==> src/shared/gdmc_defines.svh <==
// gdmc_defines.svh: offsets, field positions, reset values and timing counts
// assumes a single 100 MHz core clock
`ifndef GDMC_DEFINES_SVH
`define GDMC_DEFINES_SVH

`define GDMC_ADDR_W           4
`define GDMC_DATA_W           8

`define GDMC_OFS_OC_THRESH    4'ha
`define GDMC_OFS_DIAG         4'hb
`define GDMC_OFS_SUPPLY_MON   4'hc
`define GDMC_OFS_AMP          4'hd

`define GDMC_RST_OC_THRESH    8'hdd
`define GDMC_RST_DIAG         8'h00
`define GDMC_RST_SUPPLY_MON   8'h14
`define GDMC_RST_AMP          8'h01

// overcurrent threshold fields
`define GDMC_HS_OC_MSB        7
`define GDMC_HS_OC_LSB        4
`define GDMC_LS_OC_MSB        3
`define GDMC_LS_OC_LSB        0

// offline diagnostic fields
`define GDMC_DIAG_EN_BIT      4
`define GDMC_DIAG_PU_BIT      3
`define GDMC_DIAG_PD_BIT      2

// supply monitor fields
`define GDMC_SUV_RESP_BIT     7
`define GDMC_SOV_RESP_MSB     6
`define GDMC_SOV_RESP_LSB     5
`define GDMC_SOV_DG_MSB       4
`define GDMC_SOV_DG_LSB       3
`define GDMC_SOV_THR_BIT      2
`define GDMC_PUV_RESP_BIT     1
`define GDMC_PUV_THR_BIT      0

// amplifier fields
`define GDMC_AMP_SH_BIT       7
`define GDMC_AMP_BLKSRC_BIT   6
`define GDMC_AMP_BLK_MSB      5
`define GDMC_AMP_BLK_LSB      3
`define GDMC_AMP_DIV_BIT      2
`define GDMC_AMP_GAIN_MSB     1
`define GDMC_AMP_GAIN_LSB     0

// timing
`define GDMC_CLK_MHZ          100
`define GDMC_SOV_DG_BASE_US   1
`define GDMC_SOV_DG_BASE_CYC  (`GDMC_SOV_DG_BASE_US * `GDMC_CLK_MHZ)
`define GDMC_UV_DG_CYC        1
`define GDMC_DG_W             10
`define GDMC_NUM_MON          3

`endif

==> src/shared/gdmc_pkg.sv <==
// gdmc_pkg: types of the gate driver configuration bank
// assumes gdmc_defines.svh for numbers
package gdmc_pkg;

	typedef enum logic [1:0] {
		OV_RESP_LATCH = 2'b00,
		OV_RESP_AUTO  = 2'b01,
		OV_RESP_WARN  = 2'b10,
		OV_RESP_OFF   = 2'b11
	} gdmc_ov_resp_type;

	typedef enum logic [1:0] {
		MON_SUPPLY_UV = 2'd0,
		MON_SUPPLY_OV = 2'd1,
		MON_PUMP_UV   = 2'd2
	} gdmc_mon_id_type;

endpackage : gdmc_pkg

==> src/shared/gdmc_mon_if.sv <==
// gdmc_mon_if: configuration and result of one fault monitor
// assumes the bank drives the cfg side and one monitor the mon side
`timescale 1ns/1ns
`include "gdmc_defines.svh"
interface gdmc_mon_if;
	logic                   condition;
	logic                   enable;
	logic                   latched;
	logic                   warn_only;
	logic [`GDMC_DG_W-1:0]  dg_cycles;
	logic                   clear;
	logic                   fault;
	logic                   warning;

	modport cfg (
		output condition,
		output enable,
		output latched,
		output warn_only,
		output dg_cycles,
		output clear,
		input  fault,
		input  warning
	);

	modport mon (
		input  condition,
		input  enable,
		input  latched,
		input  warn_only,
		input  dg_cycles,
		input  clear,
		output fault,
		output warning
	);
endinterface : gdmc_mon_if

==> src/hw/gdmc_monitor.sv <==
// gdmc_monitor: deglitch and latched or auto-recovery fault of one monitor
// assumes condition is synchronous to i_core_clk
`timescale 1ns/1ns
`include "gdmc_defines.svh"
module gdmc_monitor
	import gdmc_pkg::*;
(
	input  wire logic i_core_clk,
	input  wire logic i_sys_rst,
	gdmc_mon_if.mon   mon
);
	logic [`GDMC_DG_W-1:0] cnt_ff;
	logic [`GDMC_DG_W-1:0] nxt_cnt;
	logic                  fault_ff;
	logic                  nxt_fault;
	logic                  warn_ff;
	logic                  nxt_warn;
	wire                   active;
	wire                   qualified;

	assign active    = mon.enable & mon.condition;
	assign qualified = active & (cnt_ff >= mon.dg_cycles);
	assign nxt_cnt   = !active ? '0 :
	                   (cnt_ff >= mon.dg_cycles) ? cnt_ff : cnt_ff + 1'b1;
	// latched holds past the condition until cleared; set wins over clear
	assign nxt_fault = !mon.enable || mon.warn_only ? 1'b0 :
	                   qualified ? 1'b1 :
	                   mon.latched ? (fault_ff & ~mon.clear) : 1'b0;
	assign nxt_warn  = mon.warn_only & qualified;

	always_ff @(posedge i_core_clk or posedge i_sys_rst) begin
		if (i_sys_rst) begin
			cnt_ff   <= '0;
			fault_ff <= 1'b0;
			warn_ff  <= 1'b0;
		end else begin
			cnt_ff   <= nxt_cnt;
			fault_ff <= nxt_fault;
			warn_ff  <= nxt_warn;
		end
	end

	assign mon.fault   = fault_ff;
	assign mon.warning = warn_ff;
endmodule : gdmc_monitor

==> src/hw/gdmc_regs.sv <==
// gdmc_regs: four configuration registers of a half-bridge gate driver
// assumes a serial front end presents decoded single-cycle reads and writes
`timescale 1ns/1ns
`include "gdmc_defines.svh"
module gdmc_regs
	import gdmc_pkg::*;
(
	input  wire logic                    i_core_clk,
	input  wire logic                    i_sys_rst,
	input  wire logic [`GDMC_ADDR_W-1:0] i_reg_addr,
	input  wire logic [`GDMC_DATA_W-1:0] i_reg_wdata,
	input  wire logic                    i_reg_wr,
	input  wire logic                    i_reg_rd,
	output logic      [`GDMC_DATA_W-1:0] o_reg_rdata,
	output logic                         o_reg_rvalid,
	output logic                         o_reg_hit,
	input  wire logic                    i_fault_clear,
	input  wire logic                    i_supply_uv_detect,
	input  wire logic                    i_supply_ov_detect,
	input  wire logic                    i_pump_uv_detect,
	output logic      [3:0]              o_high_side_overcurrent_threshold,
	output logic      [3:0]              o_low_side_overcurrent_threshold,
	output logic                         o_offline_diagnostic_enable,
	output logic                         o_vds_realtime_monitor,
	output logic                         o_bridge1_pullup_source_enable,
	output logic                         o_bridge1_pulldown_source_enable,
	output logic                         o_supply_undervoltage_response,
	output logic      [1:0]              o_supply_overvoltage_response,
	output logic      [1:0]              o_supply_overvoltage_deglitch,
	output logic                         o_supply_overvoltage_threshold,
	output logic                         o_pump_undervoltage_response,
	output logic                         o_pump_undervoltage_threshold,
	output logic                         o_amp_sample_hold_enable,
	output logic                         o_amp_blanking_source_select,
	output logic      [2:0]              o_amp_blanking_time,
	output logic                         o_amp_blanking_enable,
	output logic                         o_amp_reference_divider,
	output logic      [1:0]              o_amp_gain_select,
	output logic      [6:0]              o_amp_gain_value,
	output logic                         o_supply_uv_fault,
	output logic                         o_supply_ov_fault,
	output logic                         o_supply_ov_warning,
	output logic                         o_pump_uv_fault
);
	// register storage
	logic [`GDMC_DATA_W-1:0] oc_thresh_ff;
	logic [`GDMC_DATA_W-1:0] diag_ff;
	logic [`GDMC_DATA_W-1:0] supply_mon_ff;
	logic [`GDMC_DATA_W-1:0] amp_ff;
	logic [`GDMC_DATA_W-1:0] nxt_oc_thresh;
	logic [`GDMC_DATA_W-1:0] nxt_diag;
	logic [`GDMC_DATA_W-1:0] nxt_supply_mon;
	logic [`GDMC_DATA_W-1:0] nxt_amp;
	logic [`GDMC_DATA_W-1:0] rdata_ff;
	logic [`GDMC_DATA_W-1:0] nxt_rdata;
	logic                    rvalid_ff;
	logic                    hit_ff;
	logic                    pullup_ff;
	logic                    pulldown_ff;
	logic                    nxt_pullup;
	logic                    nxt_pulldown;
	logic [6:0]              gain_ff;
	logic [6:0]              nxt_gain;

	// address decode
	wire sel_oc_thresh  = (i_reg_addr == `GDMC_OFS_OC_THRESH);
	wire sel_diag       = (i_reg_addr == `GDMC_OFS_DIAG);
	wire sel_supply_mon = (i_reg_addr == `GDMC_OFS_SUPPLY_MON);
	wire sel_amp        = (i_reg_addr == `GDMC_OFS_AMP);
	wire sel_any        = sel_oc_thresh | sel_diag | sel_supply_mon | sel_amp;

	// full-byte writes; reserved diagnostic bits are stored as written
	assign nxt_oc_thresh  = (i_reg_wr & sel_oc_thresh)  ? i_reg_wdata : oc_thresh_ff;
	assign nxt_diag       = (i_reg_wr & sel_diag)       ? i_reg_wdata : diag_ff;
	assign nxt_supply_mon = (i_reg_wr & sel_supply_mon) ? i_reg_wdata : supply_mon_ff;
	assign nxt_amp        = (i_reg_wr & sel_amp)        ? i_reg_wdata : amp_ff;

	// read mux, unmapped reads return zero
	assign nxt_rdata = sel_oc_thresh  ? oc_thresh_ff  :
	                   sel_diag       ? diag_ff       :
	                   sel_supply_mon ? supply_mon_ff :
	                   sel_amp        ? amp_ff        : 8'h00;

	// sources act only together with the diagnostic enable
	assign nxt_pullup   = nxt_diag[`GDMC_DIAG_PU_BIT] & nxt_diag[`GDMC_DIAG_EN_BIT];
	assign nxt_pulldown = nxt_diag[`GDMC_DIAG_PD_BIT] & nxt_diag[`GDMC_DIAG_EN_BIT];

	// gain decode
	wire [1:0] nxt_gain_code = nxt_amp[`GDMC_AMP_GAIN_MSB:`GDMC_AMP_GAIN_LSB];
	assign nxt_gain = (nxt_gain_code == 2'b00) ? 7'd10 :
	                  (nxt_gain_code == 2'b01) ? 7'd20 :
	                  (nxt_gain_code == 2'b10) ? 7'd40 : 7'd80;

	always_ff @(posedge i_core_clk or posedge i_sys_rst) begin
		if (i_sys_rst) begin
			oc_thresh_ff  <= `GDMC_RST_OC_THRESH;
			diag_ff       <= `GDMC_RST_DIAG;
			supply_mon_ff <= `GDMC_RST_SUPPLY_MON;
			amp_ff        <= `GDMC_RST_AMP;
			pullup_ff     <= 1'b0;
			pulldown_ff   <= 1'b0;
			gain_ff       <= 7'd20;
		end else begin
			oc_thresh_ff  <= nxt_oc_thresh;
			diag_ff       <= nxt_diag;
			supply_mon_ff <= nxt_supply_mon;
			amp_ff        <= nxt_amp;
			pullup_ff     <= nxt_pullup;
			pulldown_ff   <= nxt_pulldown;
			gain_ff       <= nxt_gain;
		end
	end

	always_ff @(posedge i_core_clk or posedge i_sys_rst) begin
		if (i_sys_rst) begin
			rdata_ff  <= 8'h00;
			rvalid_ff <= 1'b0;
			hit_ff    <= 1'b0;
		end else begin
			rdata_ff  <= i_reg_rd ? nxt_rdata : rdata_ff;
			rvalid_ff <= i_reg_rd;
			hit_ff    <= (i_reg_rd | i_reg_wr) & sel_any;
		end
	end

	assign o_reg_rdata  = rdata_ff;
	assign o_reg_rvalid = rvalid_ff;
	assign o_reg_hit    = hit_ff;

	// threshold codes, sixteen ascending steps each
	assign o_high_side_overcurrent_threshold = oc_thresh_ff[`GDMC_HS_OC_MSB:`GDMC_HS_OC_LSB];
	assign o_low_side_overcurrent_threshold  = oc_thresh_ff[`GDMC_LS_OC_MSB:`GDMC_LS_OC_LSB];

	// offline diagnostics
	assign o_offline_diagnostic_enable      = diag_ff[`GDMC_DIAG_EN_BIT];
	assign o_vds_realtime_monitor           = diag_ff[`GDMC_DIAG_EN_BIT];
	assign o_bridge1_pullup_source_enable   = pullup_ff;
	assign o_bridge1_pulldown_source_enable = pulldown_ff;

	// supply and pump monitor configuration
	assign o_supply_undervoltage_response = supply_mon_ff[`GDMC_SUV_RESP_BIT];
	assign o_supply_overvoltage_response  =
		supply_mon_ff[`GDMC_SOV_RESP_MSB:`GDMC_SOV_RESP_LSB];
	assign o_supply_overvoltage_deglitch  =
		supply_mon_ff[`GDMC_SOV_DG_MSB:`GDMC_SOV_DG_LSB];
	assign o_supply_overvoltage_threshold = supply_mon_ff[`GDMC_SOV_THR_BIT];
	assign o_pump_undervoltage_response   = supply_mon_ff[`GDMC_PUV_RESP_BIT];
	assign o_pump_undervoltage_threshold  = supply_mon_ff[`GDMC_PUV_THR_BIT];

	// amplifier configuration
	assign o_amp_sample_hold_enable     = amp_ff[`GDMC_AMP_SH_BIT];
	assign o_amp_blanking_source_select = amp_ff[`GDMC_AMP_BLKSRC_BIT];
	assign o_amp_blanking_time          = amp_ff[`GDMC_AMP_BLK_MSB:`GDMC_AMP_BLK_LSB];
	assign o_amp_blanking_enable        = |amp_ff[`GDMC_AMP_BLK_MSB:`GDMC_AMP_BLK_LSB];
	assign o_amp_reference_divider      = amp_ff[`GDMC_AMP_DIV_BIT];
	assign o_amp_gain_select            = amp_ff[`GDMC_AMP_GAIN_MSB:`GDMC_AMP_GAIN_LSB];
	assign o_amp_gain_value             = gain_ff;

	// monitor configuration per channel
	gdmc_ov_resp_type      ov_resp;
	wire [`GDMC_DG_W-1:0]  ov_dg_cycles;
	logic [`GDMC_NUM_MON-1:0] mon_cond;
	logic [`GDMC_NUM_MON-1:0] mon_en;
	logic [`GDMC_NUM_MON-1:0] mon_latch;
	logic [`GDMC_NUM_MON-1:0] mon_warn;
	logic [`GDMC_NUM_MON-1:0] mon_fault;
	logic [`GDMC_NUM_MON-1:0] mon_warning;
	logic [`GDMC_DG_W-1:0]    mon_dg [`GDMC_NUM_MON];

	assign ov_resp = gdmc_ov_resp_type'(o_supply_overvoltage_response);
	// 1 us doubled per code step
	assign ov_dg_cycles = `GDMC_DG_W'(`GDMC_SOV_DG_BASE_CYC) << o_supply_overvoltage_deglitch;

	assign mon_cond[MON_SUPPLY_UV]  = i_supply_uv_detect;
	assign mon_cond[MON_SUPPLY_OV]  = i_supply_ov_detect;
	assign mon_cond[MON_PUMP_UV]    = i_pump_uv_detect;
	assign mon_en[MON_SUPPLY_UV]    = 1'b1;
	assign mon_en[MON_SUPPLY_OV]    = (ov_resp != OV_RESP_OFF);
	assign mon_en[MON_PUMP_UV]      = 1'b1;
	assign mon_latch[MON_SUPPLY_UV] = ~o_supply_undervoltage_response;
	assign mon_latch[MON_SUPPLY_OV] = (ov_resp == OV_RESP_LATCH);
	assign mon_latch[MON_PUMP_UV]   = ~o_pump_undervoltage_response;
	assign mon_warn[MON_SUPPLY_UV]  = 1'b0;
	assign mon_warn[MON_SUPPLY_OV]  = (ov_resp == OV_RESP_WARN);
	assign mon_warn[MON_PUMP_UV]    = 1'b0;
	assign mon_dg[MON_SUPPLY_UV]    = `GDMC_DG_W'(`GDMC_UV_DG_CYC);
	assign mon_dg[MON_SUPPLY_OV]    = ov_dg_cycles;
	assign mon_dg[MON_PUMP_UV]      = `GDMC_DG_W'(`GDMC_UV_DG_CYC);

	gdmc_mon_if mon_bus [`GDMC_NUM_MON] ();

	genvar gi;
	generate
		for (gi = 0; gi < `GDMC_NUM_MON; gi++) begin : g_mon
			assign mon_bus[gi].condition = mon_cond[gi];
			assign mon_bus[gi].enable    = mon_en[gi];
			assign mon_bus[gi].latched   = mon_latch[gi];
			assign mon_bus[gi].warn_only = mon_warn[gi];
			assign mon_bus[gi].dg_cycles = mon_dg[gi];
			assign mon_bus[gi].clear     = i_fault_clear;
			assign mon_fault[gi]         = mon_bus[gi].fault;
			assign mon_warning[gi]       = mon_bus[gi].warning;

			gdmc_monitor u_monitor (
				.i_core_clk (i_core_clk),
				.i_sys_rst  (i_sys_rst),
				.mon        (mon_bus[gi])
			);
		end
	endgenerate

	assign o_supply_uv_fault   = mon_fault[MON_SUPPLY_UV];
	assign o_supply_ov_fault   = mon_fault[MON_SUPPLY_OV];
	assign o_supply_ov_warning = mon_warning[MON_SUPPLY_OV];
	assign o_pump_uv_fault     = mon_fault[MON_PUMP_UV];
endmodule : gdmc_regs

==> config.mk <==
export PLATFORM = sky130hd
export DESIGN_NAME = gdmc_regs
export DESIGN_NICKNAME = d
export VERILOG_FILES = /design/src/shared/gdmc_pkg.sv /design/src/shared/gdmc_mon_if.sv /design/src/hw/gdmc_monitor.sv /design/src/hw/gdmc_regs.sv
export VERILOG_INCLUDE_DIRS = /design/src /design/src/shared
export SDC_FILE = /design/constraint.sdc
export NUM_CORES = 1
export LEC_CHECK = 0
export BUFFER_PORTS_ARGS = -buffer_cell sky130_fd_sc_hd__buf_2
export CAP_MARGIN = 25
export CORE_ASPECT_RATIO = 0.8
export CORE_UTILIZATION = 50
export DETAILED_ROUTE_END_ITERATION = 10
export HOLD_SLACK_MARGIN = 0.02
export MAX_ROUTING_LAYER = met4
export PLACE_DENSITY = 0.71
export SYNTH_ARGS = -nofsm -noshare
export SYNTH_HDL_FRONTEND = slang
export SYNTH_HIERARCHICAL = 1
export SYNTH_SLANG_ARGS = --single-unit
==> constraint.sdc <==
create_clock -name i_core_clk -period 3.6 [get_ports i_core_clk]
set_input_delay 0 -clock i_core_clk [delete_from_list [all_inputs] [get_ports i_core_clk]]
set_output_delay 0 -clock i_core_clk [all_outputs]
set_load 0.005 [all_outputs]
* After elaboration in Yosys (flattened, before gate mapping)
Index checks and enable logic that the tools add are counted.
** Operators by class
- Add/sub/neg operators :: 3
- Order comparisons :: 3
- Equal/unequal tests :: 11
- Shift operators :: 1
- Muxes and demuxes :: 22
- Bitwise logic cells :: 20
- Reduce and logical (&&, ||, !) cells :: 5
** Operators by type and width (number)
- 10-bit 2-to-1 mux :: 6
- 8-bit 2-to-1 mux :: 4
- 10-bit by 1-bit adder with 10-bit output, second input constant :: 3
- 7-bit 2-to-1 mux :: 3
- 10-bit by 1-bit greater-or-equal comparator with 1-bit output, second input constant :: 2
- 4-bit == test, second input constant :: 4
- 1-bit AND :: 15
- 10-bit greater-or-equal comparator :: 1
- 7-bit by 2-bit left shift with 10-bit output, first input constant :: 1
- 2-bit != test, second input constant :: 4
- 1-bit 2-to-1 mux :: 7
- 5-bit 2-to-1 mux :: 1
- 2-bit == test, second input constant :: 2
- 2-bit logical NOT :: 2
- 1-bit OR :: 4
- 3-bit OR reduction :: 1
- 2-bit by 1-bit == test with 1-bit output, second input constant :: 1
- 2-bit 2-to-1 mux :: 1
- 1-bit logical NOT :: 1
- 1-bit logical OR :: 1
- 1-bit inverter :: 1
** Word-level totals
- Register bits after elaboration :: 85
- Input port bits :: 20
- Output and inout port bits :: 50
- Word-level logic and storage cells :: 84

* Depth between registers and ports, before layout
- Depth after elaboration :: 7
- Gate-level depth with buffers :: 11
- Mapped depth without buffers :: 10

* Cells and area by module
The synthesis kept the hierarchy.
** By module, submodules not included
- gdmc_monitor :: instances 3, cells each 99, area each 913.4 sq um, sequential area each 300.3 sq um
- gdmc_regs :: instances 1, cells each 172, area each 2270.9 sq um, sequential area each 1238.7 sq um

* Worst setup path before layout
OpenSTA, ideal clock, no wires.
- Path kind :: flip-flop to flip-flop
- From :: register supply_mon_ff[4]
- To :: register g_mon[1].u_monitor.cnt_ff[9]
- Library setup time :: 79 ps
- Arrival time :: 2494 ps
- Data required time :: 3521 ps
- Slack :: 1027 ps
- Cell stages (with the launch flop) :: 10
- Buffers on the path :: 0
- Period minus slack after synthesis :: 2573 ps
- Path through :: dfstp_2 -> inv_1 -> ha_1 -> inv_1 -> ha_1 -> a211o_1 -> o211ai_4 -> o221ai_4 -> or4_1 -> a21oi_1
** On the way
- Longest elaborated chain between the ends :: 3
** Ends and longest elaborated chain
- from (decl) :: line gdmc_regs.sv:48 : logic [`GDMC_DATA_W-1:0] supply_mon_ff;
- from (signal assigned) :: line gdmc_regs.sv:98 : supply_mon_ff <= `GDMC_RST_SUPPLY_MON;
- from (signal assigned) :: line gdmc_regs.sv:106 : supply_mon_ff <= nxt_supply_mon;
- 7-bit by 2-bit left shift with 10-bit output (no line)
- via mon_bus[1].dg_cycles[6] :: line gdmc_mon_if.sv:10 : logic [`GDMC_DG_W-1:0] dg_cycles;
- 10-bit greater-or-equal comparator :: line gdmc_monitor.sv:24 : (cnt_ff >= mon.dg_cycles) ? cnt_ff : cnt_ff + 1'b1;
- 2-bit != test (no line)
- to (signal assigned) :: line gdmc_monitor.sv:37 : cnt_ff <= nxt_cnt;
- to (decl) :: line gdmc_monitor.sv:12 : logic [`GDMC_DG_W-1:0] cnt_ff;
The timed path passes the listed nets, and every way through them passes these cells.
A chain may end at the register's enable or synchronous reset.

* Final worst setup path
- From :: register supply_mon_ff[4]
- To :: register g_mon[1].u_monitor.fault_ff
** On the way
- Longest elaborated chain between the ends :: 5
** Ends and longest elaborated chain
- 7-bit by 2-bit left shift with 10-bit output (no line)
- via mon_bus[1].dg_cycles[6] :: line gdmc_mon_if.sv:10
- 10-bit greater-or-equal comparator :: line gdmc_monitor.sv:22 : assign qualified = active & (cnt_ff >= mon.dg_cycles);
- 1-bit AND :: line gdmc_monitor.sv:22
- 1-bit 2-to-1 mux :: line gdmc_monitor.sv:27 : qualified ? 1'b1 :
- 1-bit 2-to-1 mux :: line gdmc_monitor.sv:26 : assign nxt_fault = !mon.enable || mon.warn_only ? 1'b0 :
- via g_mon[1].u_monitor.nxt_fault :: line gdmc_monitor.sv:15 : logic nxt_fault;
- to (signal assigned) :: line gdmc_monitor.sv:38 : fault_ff <= nxt_fault;
- to (decl) :: line gdmc_monitor.sv:14 : logic fault_ff;
The timed path passes the listed nets, and every way through them passes these cells.

==> flow_metrics.py <==
metrics = {
    "drt": {
        "drt-vias-per-instance": 5.69,
        "drt_iter0_drc": 199,
        "num_vias": 4011,
        "dr.pass1.iters": 7,
        "drc": 1,
        "ant_nets": 0,
        "wl_per_cell_um": 17.0,
        "finalWirelength_um": 12000,
    },
    "placed_design": {
        "post-place-ws_ns": 0.759,
        "placed_area_sq_um": 5470,
        "place.gp.congestion": 0.863,
        "place_inst": 668,
        "portBuffers": 68,
        "dp_hpwl_um": 8470,
    },
    "clock_tree": {
        "cts_num_sinks": 83,
        "cts_root_buffer": "clkbuf_16",
        "clk_pin_slew_worst_paths_ns": 0.07,
        "cts.path.max_buffers": 2,
        "cts_buffers": 9,
        "h-tree-depth": 3,
        "postCtsSetupBuffers": 0,
        "post_cts_resized": 0,
        "holdBufCountCts": 20,
        "cts_tree": "done",
        "worstSkewPairLatency_ns": 0.34,
    },
    "hold_path": {
        "min-delay-start": "i_reg_wr",
        "whs_path_depth": 2,
        "holdPathEnd": "o_reg_hit",
        "holdCritPathClass": "in2reg",
    },
    "final_layout": {
        "drive_above_1_share": 0.266,
        "nFillCells": 802,
        "area_growth_pct": 21.5,
        "num_antenna_cells": 0,
        "postLayoutCellArea_sq_um": 6000,
        "fin_cells": 705,
        "fin_nets": 638,
    },
    "timing": {
        "clock.fmax_mhz": 331,
        "rsz0062_at_grt": "false",
        "slew-limit-headroom": 0.442,
        "finalCriticalPeriod_ns": 3.02,
        "layout_setup_ws_ns": 0.577,
        "finClkSkew_ns": 0.00668,
        "whs_ns": 0.0377,
        "tightest_slew_ns": 0.836,
        "final_hold_viol_count": 0,
        "setup_violations": 0,
        "finalCritPeriodShare": 0.840,
        "setup-tns-final_ns": 0,
        "maxSlewViolCount": 0,
    },
    "setup_path": {
        "r2r_end": "g_mon[1].u_monitor/mon.fault",
        "cp-end-kind": "flop",
        "path_class": "reg2reg",
        "critPathMaxStageDelay_ns": 0.59,
        "required_ns": 3.82,
        "cpLargestDelayFamily": "compound AO/OA/AOI/OAI gates",
        "worstSetupStartpointType": "flop",
        "r2r-start": "supply_mon_ff[4]",
        "crit_fanout": 10,
        "crit_arrival_ns": 3.25,
        "cp_num_buf_inv": 3,
        "path_cells": "inv_1 -> ha_1 -> inv_1 -> ha_1 -> a211o_1 -> o211ai_4 -> o221ai_4 -> o21ai_0 -> a21oi_1 -> dlygate4sd3_1",
        "r2r_slack_ns": 0.58,
        "reg2regPathDepth": 10,
        "cp_slowest_cell": "dfstp_2",
    },
    "pwr": {
        "leakage_nw": 2.84,
        "p_clk_frac": 0.364,
        "switching_share": 0.294,
        "peakVddDrop_uv": 264,
        "powerDensity_nw_per_um2": 442,
        "seq_power_share": 0.445,
        "p_switching_mw": 0.781,
        "power_frac_comb": 0.191,
        "internal_power_mw": 1.87,
    },
    "global_route": {
        "grt_pass1_vias": 4028,
        "grt_max_degree": 50,
        "grt_overflow": 0,
        "antenna_found_initial": 0,
        "grt.total_usage": 0.255,
        "grt_pass1_wl_um": 20000,
    },
    "floorplan": {
        "die_height_um": 90.9,
        "initial_core_util": 0.514,
        "ios": 70,
        "core_sq_um": 9610,
        "dieArea_sq_um": 10300,
        "die_width_um": 113,
        "row_count": 32,
    },
    "status": {
        "violations": "DRC",
        "status": "finished with violations",
    },
    "yosys": {
        "netlist_area_sq_um": 4940,
        "synthCells": 465,
        "syn_avg_cell_area_sq_um": 10.6,
        "yosys_warnings": 6,
    },
    "job": {
        "drv_cap": 0,
    },
}
-- power groups by stage --
stage	Clock (mW)	Combinational, mW	Sequential [mW]
after detailed placement	0	0.485	1.19
after floorplan	0	0.301	1.17
final	0.966	0.507	1.18
after global routing	1.02	0.563	1.20
after CTS	0.983	0.504	1.18
after global placement	0	0.464	1.18
-- cell usage in the layout, fill, tap and decap left out, drive strengths merged, types with 5 or more instances in the layout --
cell type	instances
dfrtp	73
buf	71
inv	51
a21oi	39
mux2	37
ha	37
conb	31
nand2	27
o21ai	21
dlygate4sd3	20
or3	19
nand4	14
a221oi	12
o31ai	12
nand2b	10
dfstp	10
clkbuf	9
and2	9
nand3	9
or4	9
mux2i	6
o32ai	6
and3	6
a21o	6
and4	6
o211ai	6
o22ai	5
-- metrics by stage --
stage	power [mW]	utilization
2_1_floorplan	1.48	-
3_5_place_dp	1.68	0.569
5_1_grt	2.78	0.625
4_1_cts	2.67	0.622
3_3_place_gp	1.65	0.569
6_report	2.66	0.625
-- worst max-delay path by stage --
stage                                   endpoint             start  slack [ns]  depth (start not counted)
floorplan           g_mon[1].u_monitor/cnt_ff[9]  supply_mon_ff[4]        1.03                          9
global placement    g_mon[1].u_monitor/cnt_ff[8]  supply_mon_ff[4]        0.91                          9
detailed placement  g_mon[1].u_monitor/cnt_ff[8]  supply_mon_ff[4]        0.76                          9
CTS                 g_mon[1].u_monitor/mon.fault  supply_mon_ff[4]        0.63                         10
global route        g_mon[1].u_monitor/mon.fault  supply_mon_ff[4]        0.44                         10
finish              g_mon[1].u_monitor/mon.fault  supply_mon_ff[4]        0.58                         10
-- worst register-to-register path: stages, from the launching register on --
cell and delay (ns):
dfstp_2 0.59, inv_1 0.10, ha_1 0.31, inv_1 0.05, ha_1 0.31, a211o_1 0.33
o211ai_4 0.13, o221ai_4 0.22, o21ai_0 0.22, a21oi_1 0.09, dlygate4sd3_1 0.55
-- cell type report --
type	count	area (sq um)	area share
multi-input cells	348	2690	0.449
clock inverters	7	83.8	0.0140
repair buffers	91	583	0.0971
clock buffers	9	225	0.0375
inverters	48	180	0.0300
well taps	119	149	0.0248
flip-flops and latches	83	2090	0.348
-- per-layer routing --
layer	share of wire	vias to the layer above	global-route usage	wire length (um)
met5	0	-	-	0
met1	0.46	1982	0.331	5570
met4	0.011	0	0.0713	133
li1	-	1928	-	-
met3	0.041	11	0.0537	493
met2	0.48	90	0.404	5800
-- registers in the layout, indices dropped and copies added (netlist names), 3 cells and up --
| signal | cells |
|---|---|
| supply_mon_ff | 8 |
| o_amp_gain_value | 6 |
| oc_thresh_ff | 8 |
| amp_ff | 7 |
| o_reg_rdata | 8 |
| diag_ff | 8 |
| g_mon.u_monitor/cnt_ff | 30 |
| g_mon.u_monitor/mon.fault | 3 |
Power figures use the tool's default switching activity.
